**src/hdl/fsr_pkg.sv**
```systemverilog
// Purpose: Shared constants and types for the flash status register bank.
// Assumes: One 100 MHz clock, synchronous active-high reset.
// Notes:   Bit positions, reset values and masks live here only.
package fsr_pkg;

  localparam int unsigned CLK_MHZ      = 100;
  localparam int unsigned WRSR_TIME_NS = 50;
  localparam int unsigned WRSR_CYC     = (WRSR_TIME_NS * CLK_MHZ + 999) / 1000;

  localparam logic [1:0] SEL_ONE   = 2'h0;
  localparam logic [1:0] SEL_TWO   = 2'h1;
  localparam logic [1:0] SEL_THREE = 2'h2;

  localparam int unsigned S3_PIN_FUNC = 7;
  localparam int unsigned S3_DRV_HI   = 6;
  localparam int unsigned S3_DRV_LO   = 5;
  localparam int unsigned S3_SCHEME   = 2;
  localparam int unsigned S2_PAUSED   = 7;
  localparam int unsigned S2_INVERT   = 6;
  localparam int unsigned S2_OTP_HI   = 5;
  localparam int unsigned S2_OTP_LO   = 2;
  localparam int unsigned S2_QE       = 1;
  localparam int unsigned S2_LOCK_HI  = 0;
  localparam int unsigned S1_LOCK_LO  = 7;
  localparam int unsigned S1_UNIT     = 6;
  localparam int unsigned S1_TB       = 5;
  localparam int unsigned S1_RANGE_HI = 4;
  localparam int unsigned S1_RANGE_LO = 2;
  localparam int unsigned S1_WEL      = 1;
  localparam int unsigned S1_BUSY     = 0;

  localparam logic [7:0] S1_RST   = 8'h00;
  localparam logic [7:0] S2_RST   = 8'h00;
  localparam logic [7:0] S3_RST   = 8'h40;
  localparam logic [7:0] S1_WMASK = 8'hfc;
  localparam logic [7:0] S2_WMASK = 8'h43;
  localparam logic [7:0] S2_OTPM  = 8'h3c;
  localparam logic [7:0] S3_WMASK = 8'he4;

  localparam int unsigned ADDR_W        = 24;
  localparam logic [24:0] ARRAY_SPAN    = 25'h1000000;
  localparam logic [4:0]  SEC_EXP_BASE  = 5'h0b;
  localparam logic [4:0]  BLK_EXP_BASE  = 5'h11;
  localparam logic [2:0]  SEC_RANGE_CAP = 3'h4;

  typedef enum logic [1:0] {
    FSR_IDLE   = 2'b00,
    FSR_WRSR   = 2'b01,
    FSR_ARRAY  = 2'b10,
    FSR_PAUSED = 2'b11
  } fsr_state_e;

  typedef struct packed {
    logic              wren;
    logic              wrdi;
    logic              wrsr;
    logic [1:0]        sel;
    logic [7:0]        data;
    logic              prog;
    logic              erase;
    logic              suspend;
    logic              resume;
    logic [ADDR_W-1:0] addr;
  } fsr_cmd_s;

  typedef struct packed {
    logic       scheme;
    logic       invert;
    logic       unit;
    logic       tb;
    logic [2:0] range;
  } fsr_prot_s;

endpackage

```
**src/hdl/fsr_protect_map.sv**
```systemverilog
// Purpose: Decides whether an array address falls in the protected region.
// Assumes: Configuration bits come from the status register bank.
// Notes:   Purely combinational; the caller uses the result unregistered to gate array operations.
`timescale 1ns/10ps
module fsr_protect_map (
  input  wire fsr_pkg::fsr_prot_s      cfg_i,
  input  wire logic [fsr_pkg::ADDR_W-1:0] addr_i,
  input  wire logic                    blk_lock_i,
  output logic                         hit_o
);

  logic [2:0]  sec_r;
  logic [4:0]  expo;
  logic [24:0] span;
  logic [24:0] addr_x;
  logic        in_rng;

  always_comb begin
    sec_r  = (cfg_i.range > fsr_pkg::SEC_RANGE_CAP) ? fsr_pkg::SEC_RANGE_CAP : cfg_i.range;
    // Sectors grow from 4KB, blocks from 256KB.
    expo   = cfg_i.unit ? (fsr_pkg::SEC_EXP_BASE + {2'h0, sec_r}) :
                          (fsr_pkg::BLK_EXP_BASE + {2'h0, cfg_i.range});
    span   = 25'h1 << expo;
    addr_x = {1'b0, addr_i};
    in_rng = 1'b0;
    if (cfg_i.range != 3'h0) begin
      if (cfg_i.tb) begin
        in_rng = addr_x < span;
      end else begin
        in_rng = addr_x >= (fsr_pkg::ARRAY_SPAN - span);
      end
    end
    if (cfg_i.scheme) begin
      hit_o = blk_lock_i;
    end else begin
      hit_o = in_rng ^ cfg_i.invert;
    end
  end

endmodule

```
**src/hdl/fsr_status_bank.sv**
```systemverilog
// Purpose: Three 8-bit status and configuration registers of a serial flash.
// Assumes: Instructions arrive decoded, one per cycle, synchronous to clk_i.
// Notes:   rst_i is the power-up reset; all bits return to their defaults.
`timescale 1ns/10ps
module fsr_status_bank (
  input  wire logic             clk_i,
  input  wire logic             rst_i,
  input  wire fsr_pkg::fsr_cmd_s cmd_i,
  input  wire logic             op_done_i,
  input  wire logic             blk_lock_i,
  input  wire logic             protect_pin_n_i,
  input  wire logic             pause_pin_n_i,
  input  wire logic [1:0]       rd_sel_i,
  output logic [7:0]            rd_data_o,
  output logic                  op_start_o,
  output logic                  op_erase_o,
  output logic                  op_reject_o,
  output logic                  engine_hold_o,
  output logic                  pause_active_o,
  output logic                  hw_reset_o,
  output logic                  quad_mode_o,
  output logic [1:0]            drive_strength_o,
  output logic [3:0]            otp_lock_o,
  output logic                  prot_scheme_o
);

  fsr_pkg::fsr_state_e state_ff;
  fsr_pkg::fsr_state_e nxt_state;
  fsr_pkg::fsr_prot_s  prot_cfg;

  logic [7:0] sr1_ff;
  logic [7:0] sr2_ff;
  logic [7:0] sr3_ff;
  logic [7:0] pend_data_ff;
  logic [1:0] pend_sel_ff;
  logic [3:0] wcnt_ff;
  logic       wel_ff;
  logic       erase_ff;
  logic       busy;
  logic       paused;
  logic       lock_hw;
  logic       lock_all;
  logic       arr_req;
  logic       prot_hit;
  logic       wrsr_ok;
  logic       arr_ok;
  logic       commit;
  logic       quad;
  logic [7:0] rd_one;
  logic [7:0] rd_two;
  logic [7:0] rd_three;

  // Protection configuration handed to the address map.
  assign prot_cfg.scheme = sr3_ff[fsr_pkg::S3_SCHEME];
  assign prot_cfg.invert = sr2_ff[fsr_pkg::S2_INVERT];
  assign prot_cfg.unit   = sr1_ff[fsr_pkg::S1_UNIT];
  assign prot_cfg.tb     = sr1_ff[fsr_pkg::S1_TB];
  assign prot_cfg.range  = sr1_ff[fsr_pkg::S1_RANGE_HI:fsr_pkg::S1_RANGE_LO];

  fsr_protect_map u_map (
    .cfg_i      (prot_cfg),
    .addr_i     (cmd_i.addr),
    .blk_lock_i (blk_lock_i),
    .hit_o      (prot_hit)
  );

  assign quad   = sr2_ff[fsr_pkg::S2_QE];
  assign busy   = (state_ff == fsr_pkg::FSR_WRSR) || (state_ff == fsr_pkg::FSR_ARRAY);
  assign paused = (state_ff == fsr_pkg::FSR_PAUSED);

  // The protect pin only counts while it is not a quad data line.
  assign lock_hw  = !quad && !sr2_ff[fsr_pkg::S2_LOCK_HI] &&
                    sr1_ff[fsr_pkg::S1_LOCK_LO] && !protect_pin_n_i;
  assign lock_all = lock_hw || sr2_ff[fsr_pkg::S2_LOCK_HI];

  assign arr_req = cmd_i.prog || cmd_i.erase;
  assign wrsr_ok = cmd_i.wrsr && (state_ff == fsr_pkg::FSR_IDLE) && wel_ff && !lock_all;
  assign arr_ok  = arr_req && (state_ff == fsr_pkg::FSR_IDLE) && wel_ff && !prot_hit;
  assign commit  = (state_ff == fsr_pkg::FSR_WRSR) && (wcnt_ff == 4'h0);

  // Sequencer for status writes and array operations.
  always_comb begin
    nxt_state = state_ff;
    case (state_ff)
      fsr_pkg::FSR_IDLE: begin
        if (wrsr_ok) begin
          nxt_state = fsr_pkg::FSR_WRSR;
        end else if (arr_ok) begin
          nxt_state = fsr_pkg::FSR_ARRAY;
        end
      end
      fsr_pkg::FSR_WRSR: begin
        if (commit) begin
          nxt_state = fsr_pkg::FSR_IDLE;
        end
      end
      fsr_pkg::FSR_ARRAY: begin
        if (op_done_i) begin
          nxt_state = fsr_pkg::FSR_IDLE;
        end else if (cmd_i.suspend && erase_ff) begin
          nxt_state = fsr_pkg::FSR_PAUSED;
        end
      end
      fsr_pkg::FSR_PAUSED: begin
        if (cmd_i.resume) begin
          nxt_state = fsr_pkg::FSR_ARRAY;
        end
      end
      default: begin
        nxt_state = fsr_pkg::FSR_IDLE;
      end
    endcase
  end

  always_ff @(posedge clk_i) begin
    if (rst_i) begin
      state_ff <= fsr_pkg::FSR_IDLE;
    end else begin
      state_ff <= nxt_state;
    end
  end

  // Status write busy time.
  always_ff @(posedge clk_i) begin
    if (rst_i) begin
      wcnt_ff <= 4'h0;
    end else if (wrsr_ok) begin
      wcnt_ff <= 4'(fsr_pkg::WRSR_CYC - 1);
    end else if (wcnt_ff != 4'h0) begin
      wcnt_ff <= wcnt_ff - 4'h1;
    end
  end

  // Write data held until the status write completes.
  always_ff @(posedge clk_i) begin
    if (rst_i) begin
      pend_data_ff <= 8'h00;
      pend_sel_ff  <= fsr_pkg::SEL_ONE;
    end else if (wrsr_ok) begin
      pend_data_ff <= cmd_i.data;
      pend_sel_ff  <= cmd_i.sel;
    end
  end

  // Write enable latch; a new enable wins over a same-cycle clear.
  always_ff @(posedge clk_i) begin
    if (rst_i) begin
      wel_ff <= 1'b0;
    end else if (cmd_i.wren) begin
      wel_ff <= 1'b1;
    end else if (cmd_i.wrdi || wrsr_ok || arr_ok) begin
      wel_ff <= 1'b0;
    end
  end

  always_ff @(posedge clk_i) begin
    if (rst_i) begin
      erase_ff <= 1'b0;
    end else if (arr_ok) begin
      erase_ff <= cmd_i.erase;
    end
  end

  // Register commit; read-only and reserved bits are masked out.
  always_ff @(posedge clk_i) begin
    if (rst_i) begin
      sr1_ff <= fsr_pkg::S1_RST;
      sr2_ff <= fsr_pkg::S2_RST;
      sr3_ff <= fsr_pkg::S3_RST;
    end else if (commit) begin
      case (pend_sel_ff)
        fsr_pkg::SEL_ONE: begin
          sr1_ff <= pend_data_ff & fsr_pkg::S1_WMASK;
        end
        fsr_pkg::SEL_TWO: begin
          sr2_ff <= (pend_data_ff & fsr_pkg::S2_WMASK) |
                    ((sr2_ff | pend_data_ff) & fsr_pkg::S2_OTPM);
        end
        fsr_pkg::SEL_THREE: begin
          sr3_ff <= pend_data_ff & fsr_pkg::S3_WMASK;
        end
        default: begin
          sr1_ff <= sr1_ff;
        end
      endcase
    end
  end

  // Read views with live flags merged in.
  always_comb begin
    rd_one   = sr1_ff;
    rd_one[fsr_pkg::S1_WEL]  = wel_ff;
    rd_one[fsr_pkg::S1_BUSY] = busy;
    rd_two   = sr2_ff;
    rd_two[fsr_pkg::S2_PAUSED] = paused;
    rd_three = sr3_ff & fsr_pkg::S3_WMASK;
  end

  always_ff @(posedge clk_i) begin
    if (rst_i) begin
      rd_data_o <= 8'h00;
    end else begin
      case (rd_sel_i)
        fsr_pkg::SEL_ONE:   rd_data_o <= rd_one;
        fsr_pkg::SEL_TWO:   rd_data_o <= rd_two;
        fsr_pkg::SEL_THREE: rd_data_o <= rd_three;
        default:            rd_data_o <= 8'h00;
      endcase
    end
  end

  // Engine handshake and refusal pulses.
  always_ff @(posedge clk_i) begin
    if (rst_i) begin
      op_start_o    <= 1'b0;
      op_erase_o    <= 1'b0;
      op_reject_o   <= 1'b0;
      engine_hold_o <= 1'b0;
    end else begin
      op_start_o    <= arr_ok;
      op_erase_o    <= arr_ok && cmd_i.erase;
      op_reject_o   <= (arr_req && !arr_ok) || (cmd_i.wrsr && !wrsr_ok);
      engine_hold_o <= (nxt_state == fsr_pkg::FSR_PAUSED);
    end
  end

  // Pin functions and configuration outputs.
  always_ff @(posedge clk_i) begin
    if (rst_i) begin
      pause_active_o   <= 1'b0;
      hw_reset_o       <= 1'b0;
      quad_mode_o      <= 1'b0;
      drive_strength_o <= fsr_pkg::S3_RST[fsr_pkg::S3_DRV_HI:fsr_pkg::S3_DRV_LO];
      otp_lock_o       <= 4'h0;
      prot_scheme_o    <= 1'b0;
    end else begin
      pause_active_o   <= !quad && !sr3_ff[fsr_pkg::S3_PIN_FUNC] && !pause_pin_n_i;
      hw_reset_o       <= !quad && sr3_ff[fsr_pkg::S3_PIN_FUNC] && !pause_pin_n_i;
      quad_mode_o      <= quad;
      drive_strength_o <= sr3_ff[fsr_pkg::S3_DRV_HI:fsr_pkg::S3_DRV_LO];
      otp_lock_o       <= sr2_ff[fsr_pkg::S2_OTP_HI:fsr_pkg::S2_OTP_LO];
      prot_scheme_o    <= sr3_ff[fsr_pkg::S3_SCHEME];
    end
  end
endmodule

```
**config.mk**
```make
export PLATFORM = sky130hd
export DESIGN_NAME = fsr_status_bank
export DESIGN_NICKNAME = d
export VERILOG_FILES = /design/src/hdl/fsr_pkg.sv /design/src/hdl/fsr_protect_map.sv /design/src/hdl/fsr_status_bank.sv
export SDC_FILE = /design/constraint.sdc
export NUM_CORES = 1
export LEC_CHECK = 0
export BUFFER_PORTS_ARGS = -buffer_cell sky130_fd_sc_hd__buf_2
export CORE_AREA = 2 2 87 89
export CTS_BUF_LIST = sky130_fd_sc_hd__clkbuf_8
export CTS_CLUSTER_DIAMETER = 30
export DETAILED_ROUTE_END_ITERATION = 10
export DIE_AREA = 0 0 89 91
export PLACE_DENSITY = 0.81
export SYNTH_ARGS = -nofsm -noshare
export SYNTH_HDL_FRONTEND = slang
export SYNTH_SLANG_ARGS = --single-unit
export TNS_END_PERCENT = 5
```
**constraint.sdc**
```tcl
create_clock -name clk_i -period 5.2 [get_ports clk_i]
set_input_delay 1.04 -clock clk_i [delete_from_list [all_inputs] [get_ports clk_i]]
set_output_delay 1.04 -clock clk_i [all_outputs]
set_load 0.03 [all_outputs]
```
======== Word-level counts from Yosys, hierarchy flattened ========
Cells that the tools add are included.
storage, ports and cells
  bits of input ports ..................... 49
  bits in registers ....................... 57
  logic and storage cells ................. 102
cells by class
  shifts and indexed selects .............. 1
  bitwise operators ....................... 3
  add/sub/neg operators ................... 4
  multiplexer cells ....................... 17
  reduce and logical (&&, ||, !) cells .... 45
  equal/unequal tests ..................... 8
  $lt $le $gt $ge ......................... 3
operator list
  kind                      count
  $ge A24 B25 Y1            1
  $lt A24 B25 Y1            1
  $shl A1 B5 Y25 const A    1
  $sub A25 B25 Y25 const A  1
  $pmux W8 S3               1
  $logic_and A1 B1 Y1       18
  $mux W2                   6
  $eq A2 B2 Y1 const B      5
  $logic_not A1 Y1          9
  $mux W3                   3
  $pmux W2 S4               1
  $or A7 B6 Y7              1
  $eq A2 B1 Y1 const B      3
  $logic_not A2 Y1          3
  $logic_or A1 B1 Y1        6
  $or A6 B6 Y6              1
  $reduce_and A2 Y1         3
  $add A4 B3 Y5 const A     1
  $add A5 B3 Y5 const A     1
  $mux W1                   5
  $mux W5                   1
  $logic_not A4 Y1          1
  $reduce_bool A2 Y1        2
  $reduce_bool A4 Y1        1
  5 further kinds           5

======== Depth between registers and ports, before layout ========
  depth in word-level cells ............... 17
  mapped depth ............................ 24
  mapped depth without buffers ............ 22

======== Cells and area by module ========
Synthesis repeated with hierarchy kept, for this count alone.
unflattened totals
  cell total of the unflattened synthesis .. 475
  area, all modules ....................... 4058.9 sq um
by module, submodules not included
  module           seq. area each (sq um)  instances  cells an instance  area each (sq um)
  fsr_status_bank  1141.1                  1          223                2173.3
  fsr_protect_map  0.0                     1          252                1885.6

======== Worst setup path after synthesis ========
No wires, ideal clock.
  path type ............................... register to register
  start ................................... register sr1_ff[2]
  end ..................................... register engine_hold_o
  path buffers ............................ 2
  path slack .............................. 0.662 ns
  stages on the path, launching flop included .. 24
  arrival time ............................ 4.458 ns
  data required time ...................... 5.121 ns
  path through ............................ dfxtp_1 > buf_6 > inv_1 > ha_1 > inv_1 > a21oi_1 > ha_1 > nand2_1 > o21a_1 > clkbuf_1 > nand2_1 > ha_1 > a21boi_1 > o21ai_0 > xor2_1 > ha_1 > a21o_1 > a21o_1 > a2111oi_0 > nor3b_1 > o211ai_1 > a21oi_1 > or4_4 > a211oi_2
between the ends
  cells in the longest elaborated chain, start to end .. 17
  elaborated cells on any way between the ends .. 20
  those cells by class .................... add/sub (3); order compare (3); eq/ne (1); shift (1); mux (8); bitwise (1); reduce/logical (3)
RTL lines
  element                   line                    text
  start: declaration        fsr_status_bank.sv:31   logic [7:0] sr1_ff;
  start signal: assignment  fsr_status_bank.sv:167  sr1_ff <= fsr_pkg::S1_RST;
  start signal: assignment  fsr_status_bank.sv:173  sr1_ff <= pend_data_ff & fsr_pkg::S1_WMASK;
  start signal: assignment  fsr_status_bank.sv:183  sr1_ff <= sr1_ff;
  $gt A3 B3 Y1              fsr_protect_map.sv:19   sec_r = (cfg_i.range > fsr_pkg::SEC_RANGE_CAP) ? fsr_pkg::SEC_RANGE_CAP : cfg_i.range;
  $mux W3                   fsr_protect_map.sv:19
  $add A4 B3 Y5             fsr_protect_map.sv:21   expo = cfg_i.unit ? (fsr_pkg::SEC_EXP_BASE + {2'h0, sec_r}) :
  $mux W5                   fsr_protect_map.sv:21
  $shl A1 B5 Y25            fsr_protect_map.sv:23   span = 25'h1 << expo;
  $sub A25 B25 Y25          fsr_protect_map.sv:30   in_rng = addr_x >= (fsr_pkg::ARRAY_SPAN - span);
  $ge A24 B25 Y1            fsr_protect_map.sv:30
  $mux W1                   fsr_protect_map.sv:27   if (cfg_i.tb) begin
  $mux W1 (*)               fsr_protect_map.sv:26   if (cfg_i.range != 3'h0) begin
  $xor A1 B1 Y1 (*)         fsr_protect_map.sv:36   hit_o = in_rng ^ cfg_i.invert;
  $mux W1 (*)               fsr_protect_map.sv:33   if (cfg_i.scheme) begin
  $logic_not A1 Y1 (*)      fsr_status_bank.sv:78   assign arr_ok = arr_req && (state_ff == fsr_pkg::FSR_IDLE) && wel_ff && !prot_hit;
  $logic_and A1 B1 Y1 (*)   fsr_status_bank.sv:78
  $mux W2 (*)               fsr_status_bank.sv:88   end else if (arr_ok) begin
  $mux W2 (*)               fsr_status_bank.sv:86   if (wrsr_ok) begin
  $pmux W2 S4 (*)           fsr_status_bank.sv:84   case (state_ff)
  $eq A2 B2 Y1 (*)          fsr_status_bank.sv:223  engine_hold_o <= (nxt_state == fsr_pkg::FSR_PAUSED);
  end signal: assignment    fsr_status_bank.sv:223
  end: declaration          fsr_status_bank.sv:18   output logic engine_hold_o,
Every way passes the cells marked *; elsewhere a longest branch is shown, timed or not.
A chain may end at the register's enable or synchronous reset.

======== Final worst setup path ========
  start ................................... register sr1_ff[3]
  end ..................................... register engine_hold_o
Same word-level chain as after synthesis.

==> flow_summary.ini <==
[run_status]
status = completed

[grt]
grt_pass1_wl_um = 15300
grt_max_degree = 50
grt_overflow = 0
antenna_found_initial = 0
grtUsageTotal_pct = 24.1
grt_pass1_vias = 3386

[power_and_ir_drop]
p_sw_uw = 385
clkPwrFrac_pct = 32.9
leakagePower_uw = 0.00207
power.density_mw_per_mm2 = 273
p_total_uw = 1220
ir_worst_vdd_mv = 0.118
combinationalPowerShare_pct = 26.9
swShare_pct = 31.4
p_int_uw = 840
p_seq_share_pct = 40.2

[hold_path]
hold_path_class = register to register
hold_depth = 2
hold-path-endpoint = erase_ff$_SDFFE_PP0P_
worstHoldStart = erase_ff$_SDFFE_PP0P_

[critical_path]
startpoint_type = register
crit_fanout = 13
cp.arrival_ns = 5.18
reg2reg_setup_slack_ns = 0.27
crit_path_end_kind = register
crit-reg2reg-launch = sr1_ff[3]$_SDFFE_PP0P_
ff2ff_path_depth = 21
worst-endpoint-required_ns = 5.45
criticalPathCategory = register to register
r2r-end = engine_hold_o$_SDFF_PP0_

[timing]
fin_crit_ns = 4.93
period_share_pct = 94.7
max_freq_mhz = 203
slew_headroom_pct = 24.7
fin_skew_ns = 0.0115
tightest_slew_ns = 1.12
setup_viol = 0
whs_ns = 0.443
tns_ns = 0
final_max_slew_viol_count = 0
finalHoldViolations = 0

[route]
wl_per_cell_um = 15.2
dr_wl_met3_um = 418
drtPass1Iterations = 5
drc = 0
routed.top_layer = met4
viasPerCell = 5.55
wl_met1_um = 4080
routed-wl-met2_um = 4800
drt_first_iter_violations = 132
ant_nets = 0
drt_wl_total_um = 9490
num_vias = 3460

[synth]
synth_cell_types = 59
synth_compound_area_share_pct = 16.6
synth_area_leaders = dfxtp_1 (30%), ha_1 (19%), mux2i_1 (7.6%)
synthAdderAreaFrac_pct = 18.7
syn_avg_cell_area_um2 = 8.61
syn_inst = 443
syn_area_mm2 = 0.00381
synth-xor-area-share_pct = 1.61
synthMuxAreaShare_pct = 7.61
synthSimpleGateAreaFrac_pct = 21.4
ys_ff_latch = 57
synth_ff_type = dfxtp_1
ys_seq_area_share_pct = 29.9
async_flop_share_pct = 0
synth-edff-count = 0
synth_top_area_cell = dfxtp_1
synth.top_cell.area_share_pct = 29.9
synth_top_family_by_area = simple AND/OR/NAND/NOR gates
yosys_warnings = 0

[final_layout]
fin_util_pct = 62.8
antennaDiodeCount = 0
finalNetCount = 625
syn2layout_area_growth_pct = 17.6
n_fill_cell = 628
drive_gt1_share_pct = 20.0
regArea_mm2 = 0.00114
multi_input_comb_area_mm2 = 0.00256

[floorplan]
fp.dieW_um = 89
initial_core_util_pct = 53.4
rows = 31
die_y_um = 91
fp.dieArea_mm2 = 0.00810
ios = 71
core_area_mm2 = 0.00714

[clock_tree]
h-tree-depth = 3
clock_latency_ns = 0.34
clockBufferDepth = 2
cts_tree = yes
root_buffer = clkbuf_8
clk_pin_slew_ns = 0.07
cts_sinks = 57
numCtsBuffers = 9

[placed_design]
port_buffers = 70
dp_hpwl_um = 7500
gp_congestion = 0.990

[job]
cap_violations = 0
==> layout make-up <==
type	instances	area share (%)
multi-input combinational	358	57.1
tap	99	2.76
clock inverter	6	1.31
inverter	16	1.34
timing repair buffer	77	8.98
clock buffer	10	3.07
sequential	57	25.4
==> routing by layer <==
layer	GRT usage, %	up-vias
li1	-	1743
met1	28.2	1600
met2	41.9	97
met3	5.18	20
met4	9.45	0
met5	0	-
==> kinds of logic after synthesis <==
| group | Yosys count |
|---|---|
| AOI/OAI and AO/OA | 93 |
| xor gates and xnor gates | 7 |
| adders and majority gates | 57 |
| buffers and inverters | 33 |
| DFF | 57 |
| muxes | 29 |
| other | 2 |
| and+or+nand+nor | 165 |
==> cells in the mapped netlist (all sizes together), types with 2 or more instances <==
cell type and n:
o22a 2, nand4 9, nor4b 2, nand2 30, o2111ai 2, clkbuf 13
a21oi 30, o21ai 15, or2 2, dfxtp 57, nor3b 2, o31ai 5
nor2b 13, nor2 61, buf 4, mux2i 29, xor2 4, and2 2
or3 2, ha 57, o21a 5, nor3 11, a211o 3, o311ai 2
nand2b 7, conb 2, a21o 13, inv 16, xnor2 3, nand3 9
nand3b 2, o211ai 2, a211oi 2, a2111oi 4, and3 2, nor4 5
==> registers in the layout, summed over array words and instances, names as in the netlist, 2 cells and up <==
register,cells
sr1_ff,6
rd_data_o,8
wcnt_ff,4
sr3_ff,4
pend_sel_ff,2
drive_strength_o,2
sr2_ff,7
otp_lock_o,4
state_ff,2
pend_data_ff,8
==> what timing repair did <==
| action | 4_1_cts | 5_1_grt |
|---|---|---|
| buffers inserted | 0 | 0 |
| gates resized for setup | 0 | 3 |
| hold buffers | 0 | 0 |
| hold endpoints to repair | 0 | 0 |
| endpoints found under the setup margin | 0 | 7 |
==> power by group through the flow <==
stage                     registers [uW]  logic, uW  clock network (uW)
final                                492        330                 402
after global placement               500        313                   0
after floorplan                      507        233                   0
after detailed placement             501        325                   0
after global routing                 496        372                 433
after CTS                            492        328                 408
==> worst max path at each step <==
| stage | startpoint | end | slack, ns | depth (start not counted) |
|---|---|---|---|---|
| after CTS | sr1_ff[3]$_SDFFE_PP0P_ | engine_hold_o$_SDFF_PP0_ | 0.16 | 21 |
| after floorplan | sr1_ff[2]$_SDFFE_PP0P_ | engine_hold_o$_SDFF_PP0_ | 0.66 | 23 |
| after global routing | sr1_ff[3]$_SDFFE_PP0P_ | engine_hold_o$_SDFF_PP0_ | -0.003 | 21 |
| after detailed placement | sr1_ff[3]$_SDFFE_PP0P_ | engine_hold_o$_SDFF_PP0_ | 0.17 | 21 |
| final | sr1_ff[3]$_SDFFE_PP0P_ | engine_hold_o$_SDFF_PP0_ | 0.27 | 21 |
| after global placement | sr1_ff[3]$_SDFFE_PP0P_ | engine_hold_o$_SDFF_PP0_ | 0.35 | 21 |
==> per-stage QoR <==
stage | cells | worst slack (ns) | cell area, um2
2_1_floorplan | 448 | 0.662 | 3830
3_3_place_gp | 607 | 0.352 | 4280
3_5_place_dp | 607 | 0.168 | 4280
4_1_cts | 623 | 0.155 | 4470
5_1_grt | 623 | -0.00252 | 4480
6_report | 623 | 0.274 | 4480
==> critical path, cell delays in order (launching register included) <==
cell	delay [ns]
dfxtp_1	0.47
inv_1	0.11
ha_1	0.26
inv_1	0.08
a21oi_1	0.06
ha_1	0.27
nand2_1	0.09
o21a_2	0.30
nand2_1	0.13
ha_1	0.26
a21boi_2	0.19
o21ai_0	0.11
xor2_1	0.17
ha_1	0.27
a21o_1	0.19
a21o_1	0.17
a2111oi_0	0.39
nor3b_1	0.09
o211ai_1	0.28
a21oi_1	0.18
or4_4	0.55
a211oi_2	0.21
==> layout by cell type, fill, tap and decap left out, types with 5 or more instances in the layout <==
master	n
a21o_1	13
nor3_1	10
ha_1	57
a21oi_1	29
nand2b_1	7
buf_2	70
nand4_1	9
nor2_1	61
clkbuf_8	10
nand3_1	9
nor4_1	5
nor2b_1	13
conb_1	7
nand2_1	30
dfxtp_1	57
buf_4	7
mux2i_1	29
inv_1	17
o21ai_0	12
Power figures use the tool's default switching activity.
